### config.mk
export PLATFORM = sky130hd
export DESIGN_NAME = tw_master_tx
export DESIGN_NICKNAME = d
export VERILOG_FILES = /design/src/tw_pkg.sv /design/src/tw_sync.sv /design/src/tw_tick.sv /design/src/tw_master_tx.sv
export VERILOG_INCLUDE_DIRS = /design/src
export SDC_FILE = /design/constraint.sdc
export NUM_CORES = 1
export LEC_CHECK = 0
export ABC_AREA = 1
export BUFFER_PORTS_ARGS = -buffer_cell sky130_fd_sc_hd__buf_2
export CELL_PAD_IN_SITES_DETAIL_PLACEMENT = 2
export CELL_PAD_IN_SITES_GLOBAL_PLACEMENT = 2
export CORE_MARGIN = 2
export CORE_UTILIZATION = 37
export CTS_CLUSTER_SIZE = 14
export DETAILED_ROUTE_END_ITERATION = 10
export PLACE_DENSITY = 0.82
export SYNTH_ARGS = -nofsm -noshare
export SYNTH_HDL_FRONTEND = slang
export SYNTH_SLANG_ARGS = --single-unit
### constraint.sdc
create_clock -name clk -period 5 [get_ports clk]
set_input_delay 1 -clock clk [delete_from_list [all_inputs] [get_ports clk]]
set_output_delay 1 -clock clk [all_outputs]
set_load 0.02 [all_outputs]
### src/tw_consts.svh
// Purpose: offsets, bit positions, reset values, status codes and timing of the
//          two-wire master transmitter
// Assumes: 200 MHz core clock
// Notes: status codes are full bytes with the prescaler bits at zero
`ifndef TW_CONSTS_SVH
`define TW_CONSTS_SVH

// register offsets
`define TW_A_CTL 2'h0
`define TW_A_STAT 2'h1
`define TW_A_DATA 2'h2
`define TW_A_OWN 2'h3

// control register bit positions
`define TW_B_FLAG 7
`define TW_B_ACK 6
`define TW_B_STA 5
`define TW_B_STO 4
`define TW_B_WCOL 3
`define TW_B_EN 2

// reset values
`define TW_RST_CODE 8'hf8
`define TW_RST_OWN 8'h00
`define TW_RST_PRESC 2'h0

// status codes
`define TW_SC_START 8'h08
`define TW_SC_RSTART 8'h10
`define TW_SC_AW_ACK 8'h18
`define TW_SC_AW_NACK 8'h20
`define TW_SC_D_ACK 8'h28
`define TW_SC_D_NACK 8'h30
`define TW_SC_ARB 8'h38
`define TW_SC_AR_ACK 8'h40
`define TW_SC_AR_NACK 8'h48
`define TW_SC_SLV_W 8'h68
`define TW_SC_SLV_GC 8'h78
`define TW_SC_SLV_R 8'hb0

// bits per byte before the acknowledge slot
`define TW_NBITS 4'd8

// timing: quarter of a bus bit, least time, rounded up
`define TW_CLK_MHZ 200
`define TW_QTR_NS 2500
`define TW_QTR_CYC ((`TW_QTR_NS * `TW_CLK_MHZ + 999) / 1000)

`endif

### src/tw_pkg.sv
// Purpose: types of the two-wire master transmitter
// Assumes: constants come from tw_consts.svh
// Notes: state codes are Gray along idle, wait, start, hold, send
package tw_pkg;

  typedef enum logic [2:0] {
    TW_IDLE = 3'b000,
    TW_WAIT = 3'b001,
    TW_START = 3'b011,
    TW_HOLD = 3'b010,
    TW_SEND = 3'b110,
    TW_STOP = 3'b111,
    TW_SLV = 3'b101
  } tw_state_t;

endpackage

### src/tw_sync.sv
// Purpose: two-flop synchroniser for one bus pin
// Assumes: pin idles high
// Notes: first flop feeds only the second
`timescale 1ns/1ps
`default_nettype none
module tw_sync (
  // clock and reset
  input wire logic clk,
  input wire logic rst,
  // pin and synchronised level
  input wire logic d,
  output logic q
);

  logic meta;

  always_ff @(posedge clk) begin
    if (rst) begin
      meta <= 1'b1;
      q <= 1'b1;
    end else begin
      meta <= d;
      q <= meta;
    end
  end

endmodule
`default_nettype wire

### src/tw_tick.sv
// Purpose: quarter-bit tick for the bus engine
// Assumes: run low pauses the count, clr restarts it
// Notes: tick is a one-cycle pulse
`timescale 1ns/1ps
`default_nettype none
`include "tw_consts.svh"
module tw_tick (
  // clock and reset
  input wire logic clk,
  input wire logic rst,
  // control
  input wire logic run,
  input wire logic clr,
  // output
  output logic tick
);

  logic [9:0] cnt;

  always_ff @(posedge clk) begin
    if (rst || clr) begin
      cnt <= 10'h000;
      tick <= 1'b0;
    end else if (run && cnt == 10'(`TW_QTR_CYC - 1)) begin
      cnt <= 10'h000;
      tick <= 1'b1;
    end else if (run) begin
      cnt <= cnt + 10'h001;
      tick <= 1'b0;
    end else begin
      tick <= 1'b0;
    end
  end

endmodule
`default_nettype wire

### src/tw_master_tx.sv
// Purpose: two-wire master transmitter with status codes and software pacing
// Assumes: open-drain pins, oe high pulls the wire low
// Notes: master receive and slave data phases join through the status code
//
// Operation
// - after repeated START, address any slave without a STOP
// - repeated START keeps the bus while changing slave or direction
// - START gives 0x08; software loads address, device sends it, samples ack
// - in 0x10 a read address is sent and hands off to master receive
// - address with write bit reports 0x18 on ack, 0x20 on nack
// - data byte acked reports 0x28
// - data byte not acked reports 0x30
// - in 0x18..0x30 a plain clear sends the loaded data byte
// - clear with start only sends a repeated START
// - clear with stop only sends STOP and drops the stop request
// - clear with both sends STOP then START, drops the stop request
// - arbitration lost in address or data reports 0x38
// - in 0x38 a clear without start releases the bus, unaddressed slave
// - in 0x38 a clear with start waits for a free bus, then START
// - lost and addressed as slave reports 0x68, 0x78 or 0xb0
// - status codes read with prescaler bits at zero
// - transfer stays suspended while the flag is set
// - data write with flag low is dropped, write collision set
//
// Chosen here: the address-and-strobe port and the placing of the registers.
`timescale 1ns/1ps
`default_nettype none
`include "tw_consts.svh"
module tw_master_tx
  import tw_pkg::*;
(
  // clock and reset
  input wire logic clk,
  input wire logic rst,
  // register port
  input wire logic [1:0] reg_addr,
  input wire logic [7:0] reg_wdata,
  input wire logic reg_wr,
  input wire logic reg_rd,
  output logic [7:0] reg_rdata,
  // clock wire
  input wire logic scl_in,
  output logic scl_out,
  output logic scl_oe,
  // data wire
  input wire logic sda_in,
  output logic sda_out,
  output logic sda_oe
);

  tw_state_t st;
  logic scl_s, sda_s, scl_d, sda_d;
  logic flag, ack_enable, start_request, stop_request;
  logic write_collision_flag, enable, busy, low_level;
  logic [7:0] code, shift_data_reg, own_addr, slv_code;
  logic [1:0] presc, ph;
  logic [3:0] bitn;
  logic is_addr, rd_mode, rep, smp;
  logic hw_set, hw_stop_clr, tick, timed;
  logic [7:0] hw_code;
  logic ctl_wr, data_wr, scl_rise, scl_fall;
  logic own_hit, gc_hit;

  tw_sync u_sync_scl (
    .clk(clk),
    .rst(rst),
    .d(scl_in),
    .q(scl_s)
  );

  tw_sync u_sync_sda (
    .clk(clk),
    .rst(rst),
    .d(sda_in),
    .q(sda_s)
  );

  // stretch: the high quarter only counts once the wire is really high
  assign timed = (st == TW_START) || (st == TW_SEND) || (st == TW_STOP);

  tw_tick u_tick (
    .clk(clk),
    .rst(rst),
    .run(timed && (ph != 2'd2 || scl_s)),
    .clr(!timed),
    .tick(tick)
  );

  assign ctl_wr = reg_wr && reg_addr == `TW_A_CTL;
  assign data_wr = reg_wr && reg_addr == `TW_A_DATA;
  assign scl_rise = scl_s && !scl_d;
  assign scl_fall = !scl_s && scl_d;
  assign own_hit = shift_data_reg[7:1] == own_addr[7:1];
  assign gc_hit = shift_data_reg[7:1] == 7'h00 && own_addr[0] && !shift_data_reg[0];
  assign scl_out = low_level;
  assign sda_out = low_level;

  // delayed pin levels for edge and condition detection
  always_ff @(posedge clk) begin
    if (rst) begin
      scl_d <= 1'b1;
      sda_d <= 1'b1;
      low_level <= 1'b0;
    end else begin
      scl_d <= scl_s;
      sda_d <= sda_s;
      low_level <= 1'b0;
    end
  end

  // bus busy between a START and a STOP seen on the wires
  always_ff @(posedge clk) begin
    if (rst) begin
      busy <= 1'b0;
    end else if (scl_s && scl_d && sda_d && !sda_s) begin
      busy <= 1'b1;
    end else if (scl_s && scl_d && !sda_d && sda_s) begin
      busy <= 1'b0;
    end
  end

  // set wins over a clear in the same cycle
  always_ff @(posedge clk) begin
    if (rst) begin
      flag <= 1'b0;
    end else if (hw_set) begin
      flag <= 1'b1;
    end else if (ctl_wr && reg_wdata[`TW_B_FLAG]) begin
      flag <= 1'b0;
    end
  end

  always_ff @(posedge clk) begin
    if (rst) begin
      ack_enable <= 1'b0;
      start_request <= 1'b0;
      enable <= 1'b0;
    end else if (ctl_wr) begin
      ack_enable <= reg_wdata[`TW_B_ACK];
      start_request <= reg_wdata[`TW_B_STA];
      enable <= reg_wdata[`TW_B_EN];
    end
  end

  // hardware drops the stop request after the STOP
  always_ff @(posedge clk) begin
    if (rst) begin
      stop_request <= 1'b0;
    end else if (ctl_wr) begin
      stop_request <= reg_wdata[`TW_B_STO];
    end else if (hw_stop_clr) begin
      stop_request <= 1'b0;
    end
  end

  // data write with flag low collides
  always_ff @(posedge clk) begin
    if (rst) begin
      write_collision_flag <= 1'b0;
    end else if (data_wr) begin
      write_collision_flag <= !flag;
    end
  end

  // code latched with the flag, low bits kept zero
  always_ff @(posedge clk) begin
    if (rst) begin
      code <= `TW_RST_CODE;
    end else if (hw_set) begin
      code <= hw_code;
    end
  end

  always_ff @(posedge clk) begin
    if (rst) begin
      presc <= `TW_RST_PRESC;
      own_addr <= `TW_RST_OWN;
    end else if (reg_wr && reg_addr == `TW_A_STAT) begin
      presc <= reg_wdata[1:0];
    end else if (reg_wr && reg_addr == `TW_A_OWN) begin
      own_addr <= reg_wdata;
    end
  end

  // code above the prescaler bits, bit 2 reads zero
  always_ff @(posedge clk) begin
    if (rst) begin
      reg_rdata <= 8'h00;
    end else if (!reg_rd) begin
      reg_rdata <= 8'h00;
    end else begin
      case (reg_addr)
        `TW_A_CTL: reg_rdata <= {flag, ack_enable, start_request, stop_request,
                                 write_collision_flag, enable, 2'b00};
        `TW_A_STAT: reg_rdata <= {code[7:3], 1'b0, presc};
        `TW_A_DATA: reg_rdata <= shift_data_reg;
        default: reg_rdata <= own_addr;
      endcase
    end
  end

  // bus engine
  always_ff @(posedge clk) begin
    if (rst) begin
      st <= TW_IDLE;
      ph <= 2'd0;
      bitn <= 4'd0;
      scl_oe <= 1'b0;
      sda_oe <= 1'b0;
      shift_data_reg <= 8'h00;
      is_addr <= 1'b0;
      rd_mode <= 1'b0;
      rep <= 1'b0;
      smp <= 1'b1;
      slv_code <= `TW_SC_SLV_W;
      hw_set <= 1'b0;
      hw_code <= `TW_RST_CODE;
      hw_stop_clr <= 1'b0;
    end else if (!enable) begin
      st <= TW_IDLE;
      scl_oe <= 1'b0;
      sda_oe <= 1'b0;
      hw_set <= 1'b0;
      hw_stop_clr <= 1'b0;
      if (data_wr && flag) begin
        shift_data_reg <= reg_wdata;
      end
    end else begin
      hw_set <= 1'b0;
      hw_stop_clr <= 1'b0;
      if (data_wr && flag) begin
        shift_data_reg <= reg_wdata;
      end
      case (st)
        TW_IDLE: begin
          if (start_request && !flag) begin
            st <= TW_WAIT;
          end
        end
        // START only once the bus is free
        TW_WAIT: begin
          if (!busy) begin
            st <= TW_START;
            rep <= 1'b0;
            ph <= 2'd0;
          end
        end
        TW_START: begin
          if (tick) begin
            ph <= ph + 2'd1;
            case (ph)
              2'd0: sda_oe <= 1'b0;
              2'd1: scl_oe <= 1'b0;
              2'd2: sda_oe <= 1'b1;
              default: begin
                scl_oe <= 1'b1;
                hw_set <= 1'b1;
                hw_code <= rep ? `TW_SC_RSTART : `TW_SC_START;
                st <= TW_HOLD;
              end
            endcase
          end
        end
        TW_SEND: begin
          if (tick) begin
            ph <= ph + 2'd1;
            case (ph)
              2'd0: sda_oe <= (bitn == `TW_NBITS) ? 1'b0 : !shift_data_reg[7];
              2'd1: scl_oe <= 1'b0;
              2'd2: begin
                smp <= sda_s;
                // released bit seen low, arbitration lost
                if (bitn != `TW_NBITS && shift_data_reg[7] && !sda_s) begin
                  scl_oe <= 1'b0;
                  sda_oe <= 1'b0;
                  shift_data_reg <= {shift_data_reg[6:0], 1'b0};
                  bitn <= bitn + 4'd1;
                  ph <= 2'd0;
                  if (is_addr) begin
                    st <= TW_SLV;
                  end else begin
                    hw_set <= 1'b1;
                    hw_code <= `TW_SC_ARB;
                    st <= TW_HOLD;
                  end
                end
              end
              default: begin
                scl_oe <= 1'b1;
                if (bitn == `TW_NBITS) begin
                  hw_set <= 1'b1;
                  st <= TW_HOLD;
                  if (is_addr && rd_mode) begin
                    hw_code <= smp ? `TW_SC_AR_NACK : `TW_SC_AR_ACK;
                  end else if (is_addr) begin
                    hw_code <= smp ? `TW_SC_AW_NACK : `TW_SC_AW_ACK;
                  end else if (smp) begin
                    hw_code <= `TW_SC_D_NACK;
                  end else begin
                    hw_code <= `TW_SC_D_ACK;
                  end
                end else begin
                  shift_data_reg <= {shift_data_reg[6:0], smp};
                  bitn <= bitn + 4'd1;
                end
              end
            endcase
          end
        end
        TW_STOP: begin
          if (tick) begin
            ph <= ph + 2'd1;
            case (ph)
              2'd0: sda_oe <= 1'b1;
              2'd1: scl_oe <= 1'b0;
              2'd2: sda_oe <= 1'b0;
              default: begin
                // START follows the STOP when asked
                hw_stop_clr <= 1'b1;
                st <= start_request ? TW_WAIT : TW_IDLE;
              end
            endcase
          end
        end
        // finish the address as a slave and compare
        TW_SLV: begin
          case (ph)
            2'd0: begin
              if (bitn == `TW_NBITS) begin
                if (ack_enable && (own_hit || gc_hit)) begin
                  ph <= 2'd1;
                  if (gc_hit && !own_hit) begin
                    slv_code <= `TW_SC_SLV_GC;
                  end else begin
                    slv_code <= shift_data_reg[0] ? `TW_SC_SLV_R : `TW_SC_SLV_W;
                  end
                end else begin
                  hw_set <= 1'b1;
                  hw_code <= `TW_SC_ARB;
                  st <= TW_HOLD;
                end
              end else if (scl_rise) begin
                shift_data_reg <= {shift_data_reg[6:0], sda_s};
                bitn <= bitn + 4'd1;
              end
            end
            2'd1: begin
              if (scl_fall) begin
                sda_oe <= 1'b1;
                ph <= 2'd2;
              end
            end
            2'd2: begin
              if (scl_rise) begin
                ph <= 2'd3;
              end
            end
            default: begin
              if (scl_fall) begin
                sda_oe <= 1'b0;
                scl_oe <= 1'b1;
                hw_set <= 1'b1;
                hw_code <= slv_code;
                st <= TW_HOLD;
              end
            end
          endcase
        end
        // nothing moves until the flag is cleared
        TW_HOLD: begin
          if (!flag && !hw_set) begin
            ph <= 2'd0;
            bitn <= 4'd0;
            if (code == `TW_SC_ARB) begin
              scl_oe <= 1'b0;
              sda_oe <= 1'b0;
              st <= start_request ? TW_WAIT : TW_IDLE;
            end else if (code == `TW_SC_SLV_W || code == `TW_SC_SLV_GC ||
                         code == `TW_SC_SLV_R) begin
              scl_oe <= 1'b0;
              st <= TW_IDLE;
            end else if (code == `TW_SC_START || code == `TW_SC_RSTART) begin
              // any slave after a repeated START
              // read bit selects master receive after the address
              is_addr <= 1'b1;
              rd_mode <= shift_data_reg[0];
              st <= TW_SEND;
            end else if (stop_request) begin
              st <= TW_STOP;
            end else if (start_request) begin
              // direction may change on the next address
              rep <= 1'b1;
              st <= TW_START;
            end else if (rd_mode) begin
              st <= TW_IDLE;
            end else begin
              is_addr <= 1'b0;
              st <= TW_SEND;
            end
          end
        end
        default: st <= TW_IDLE;
      endcase
    end
  end

endmodule
`default_nettype wire

==> impl_metrics.py <==
metrics = {
    "run_status": {
        "status": "finished, final reports clean",
    },
    "worst_setup_path": {
        "start_kind": "flop",
        "cp-end-kind": "flop",
        "r2r_start": "st[2]$_SDFFE_PP0P_",
        "r2r_cells": 8,
        "r2r_setup_slack_ps": 2590,
        "criticalPathCategory": "reg2reg",
        "worstReg2RegEnd": "bitn[1]$_SDFFE_PP0P_",
        "crit_path_max_fanout": 12,
        "worstPathArrival_ps": 2690,
        "cp.required_ps": 5280,
    },
    "clocking": {
        "cts_sinks": 80,
        "numCtsBuffers": 9,
        "cts-root-buf": "clkbuf_16",
        "cts_setup_buffers": 0,
        "cts_max_path_buffers": 2,
        "cts_tree": "built",
        "cts_resized": 0,
        "path_clk_slew_ps": 60,
        "clk_latency_ps": 350,
        "htree_levels": 3,
        "cts_hold_buffers": 0,
    },
    "timing": {
        "relSlewSlack_pct": 57.07,
        "finClkSkew_ps": 6.882,
        "timing.final.max_slew_violations": 0,
        "clock.fmax_mhz": 415.1,
        "rsz0062_at_grt": "no",
        "finalSetupViolCount": 0,
        "finalHoldViolations": 0,
        "worstMarginPinSlew_ps": 641.6,
        "timing.final.crit_share_pct": 48.18,
        "period_needed_ps": 2409,
        "finalSetupTns_ps": 0,
        "hold_slack_ps": 436.0,
    },
    "global_routing": {
        "grt_pass1_wl_um": 26140,
        "grt_max_degree": 38,
        "grt_overflow": 0,
        "grt_pass1_vias": 4874,
        "antenna_found_initial": 0,
        "grt_usage_pct": 26.29,
    },
    "floorplan": {
        "ios": 28,
        "die-area_mm2": 0.01303,
        "die_w_um": 114.2,
        "initial_core_util_pct": 37.69,
        "fp.dieH_um": 114.2,
        "core_area_mm2": 0.01191,
        "rows": 40,
    },
    "synth": {
        "synth_cells": 649,
        "syn-cell-area_mm2": 0.004489,
        "yosys-top-cells-area": "dfxtp_1 36%, nand2_1 10%, inv_1 6.5%",
        "ys_top_cells_by_count": "125 x nand2_1, 80 x dfxtp_1, 78 x inv_1, 78 x nor2_1, 50 x o21ai_0",
        "ys_seq_area_share_pct": 35.67,
        "synth.most_common_cell": "nand2_1",
        "synth_edf_count": 0,
        "ys.warnings.count": 0,
        "async_flop_share_pct": 0,
        "avgSynthCellArea_um2": 6.917,
        "yosys.area.top_type": "dfxtp_1",
        "yosysTopAreaCellShare_pct": 35.67,
        "synth_flop_cell": "dfxtp_1",
        "synth.distinct_cells": 45,
        "synth_seq_cells": 80,
    },
    "routing": {
        "vias_per_cell": 5.517,
        "wirelength_um": 16260,
        "first_pass_iters": 4,
        "ant_nets": 0,
        "drc": 0,
        "first_iter_violations": 232,
        "via_count": 4546,
        "wl_per_cell_um": 19.73,
    },
    "power_and_ir_drop": {
        "power_density_mw_per_mm2": 281.6,
        "power_mw": 1.412,
        "ir_worst_vdd_mv": 0.1405,
        "power.leakage_nw": 2.169,
    },
    "final_layout": {
        "fin_cells": 824,
        "drive_above_1_share_pct": 13.59,
        "utilization_pct": 42.09,
        "multi_input_area_mm2": 0.002476,
        "antennaDiodeCount": 0,
        "fillers": 1468,
        "nNetsFinal": 697,
        "area_growth_pct": 11.68,
        "largest_reg_flops": 10,
        "largest-register": "u_tick.cnt",
        "regArea_mm2": 0.001602,
    },
    "placed_design": {
        "dp.cells": 808,
        "hpwl_um": 12790,
        "place_congestion": 0.9289,
        "io_buffers": 25,
    },
    "worst_hold_path": {
        "holdCritPathClass": "reg2reg",
        "min_to": "u_sync_sda.q$_SDFF_PP1_",
        "holdPathStages": 1,
        "min_from": "u_sync_sda.meta$_SDFF_PP1_",
    },
    "run": {
        "maxCapViolCount": 0,
    },
}
## cells by family after synthesis
family,share of synthesized area [%]
adders and majority gates,2.508
xor gates and xnor gates,1.171
DFF,35.67
AOI/OAI and AO/OA,17.73
other,0.08353
buffers and inverters,9.253
and+or+nand+nor,33.58
## final cells by class
class / instances / share of cell area (%)
Clock buffer: 12 / 4.717
Clock inverter: 4 / 1.073
Inverter: 87 / 6.564
Multi-Input combinational cell: 468 / 49.39
Sequential cell: 80 / 31.94
Tap cell: 147 / 3.669
Timing Repair Buffer: 26 / 2.645
## critical path, stage by stage, from the launching register on
cell and delay [ps]:
dfxtp_1 570, inv_4 120, nor2_2 530, nand3_2 370, a21oi_2 330, nand2_2 130
nand2_1 90, o21ai_1 70, nor2_1 120
## worst max path at each step
stage | start | end | slack (ps) | cells past startpoint
2_1_floorplan | reg_addr[1] | shift_data_reg[0]$_SDFF_PP0_ | 2850 | 10
3_3_place_gp | reg_addr[1] | shift_data_reg[0]$_SDFF_PP0_ | 2590 | 10
3_5_place_dp | reg_addr[1] | shift_data_reg[0]$_SDFF_PP0_ | 2400 | 10
4_1_cts | st[2]$_SDFFE_PP0P_ | bitn[1]$_SDFFE_PP0P_ | 2600 | 8
5_1_grt | st[2]$_SDFFE_PP0P_ | bitn[1]$_SDFFE_PP0P_ | 2360 | 8
6_report | st[2]$_SDFFE_PP0P_ | bitn[1]$_SDFFE_PP0P_ | 2590 | 8
## metrics by stage
step	cell area (um2)	worst slack [ps]
floorplan	4493	2851
global placement	4723	2590
detailed placement	4723	2401
CTS	5014	2599
global route	5014	2360
finish	5014	2591
## where the power goes
part	leakage (nW)	internal, mW	switching [mW]
registers	0.649	0.648	0.00839
logic	1.39	0.0250	0.0598
clock network	0.133	0.390	0.281
total	2.17	1.06	0.350
## routing by layer
metal | global-route usage, % | vias up | wire length (um)
met3 | 4.659 | 39 | 526
met1 | 29.15 | 2227 | 6645
li1 | - | 2199 | -
met5 | 0 | - | 0
met2 | 48.25 | 81 | 8433
met4 | 12.85 | 0 | 655
## layout by cell type (no fill, tap or decap), types with 10 or more instances in the layout
cell type | synthesis | layout
nand2_1 | 125 | 125
dfxtp_1 | 80 | 80
inv_1 | 78 | 78
nor2_1 | 78 | 78
o21ai_0 | 50 | 50
a21oi_1 | 47 | 47
nand3_1 | 39 | 39
buf_2 | 3 | 25
nand4_1 | 11 | 11
nor2_2 | 10 | 10
nand3_2 | 10 | 10
Power figures use the tool's default switching activity.
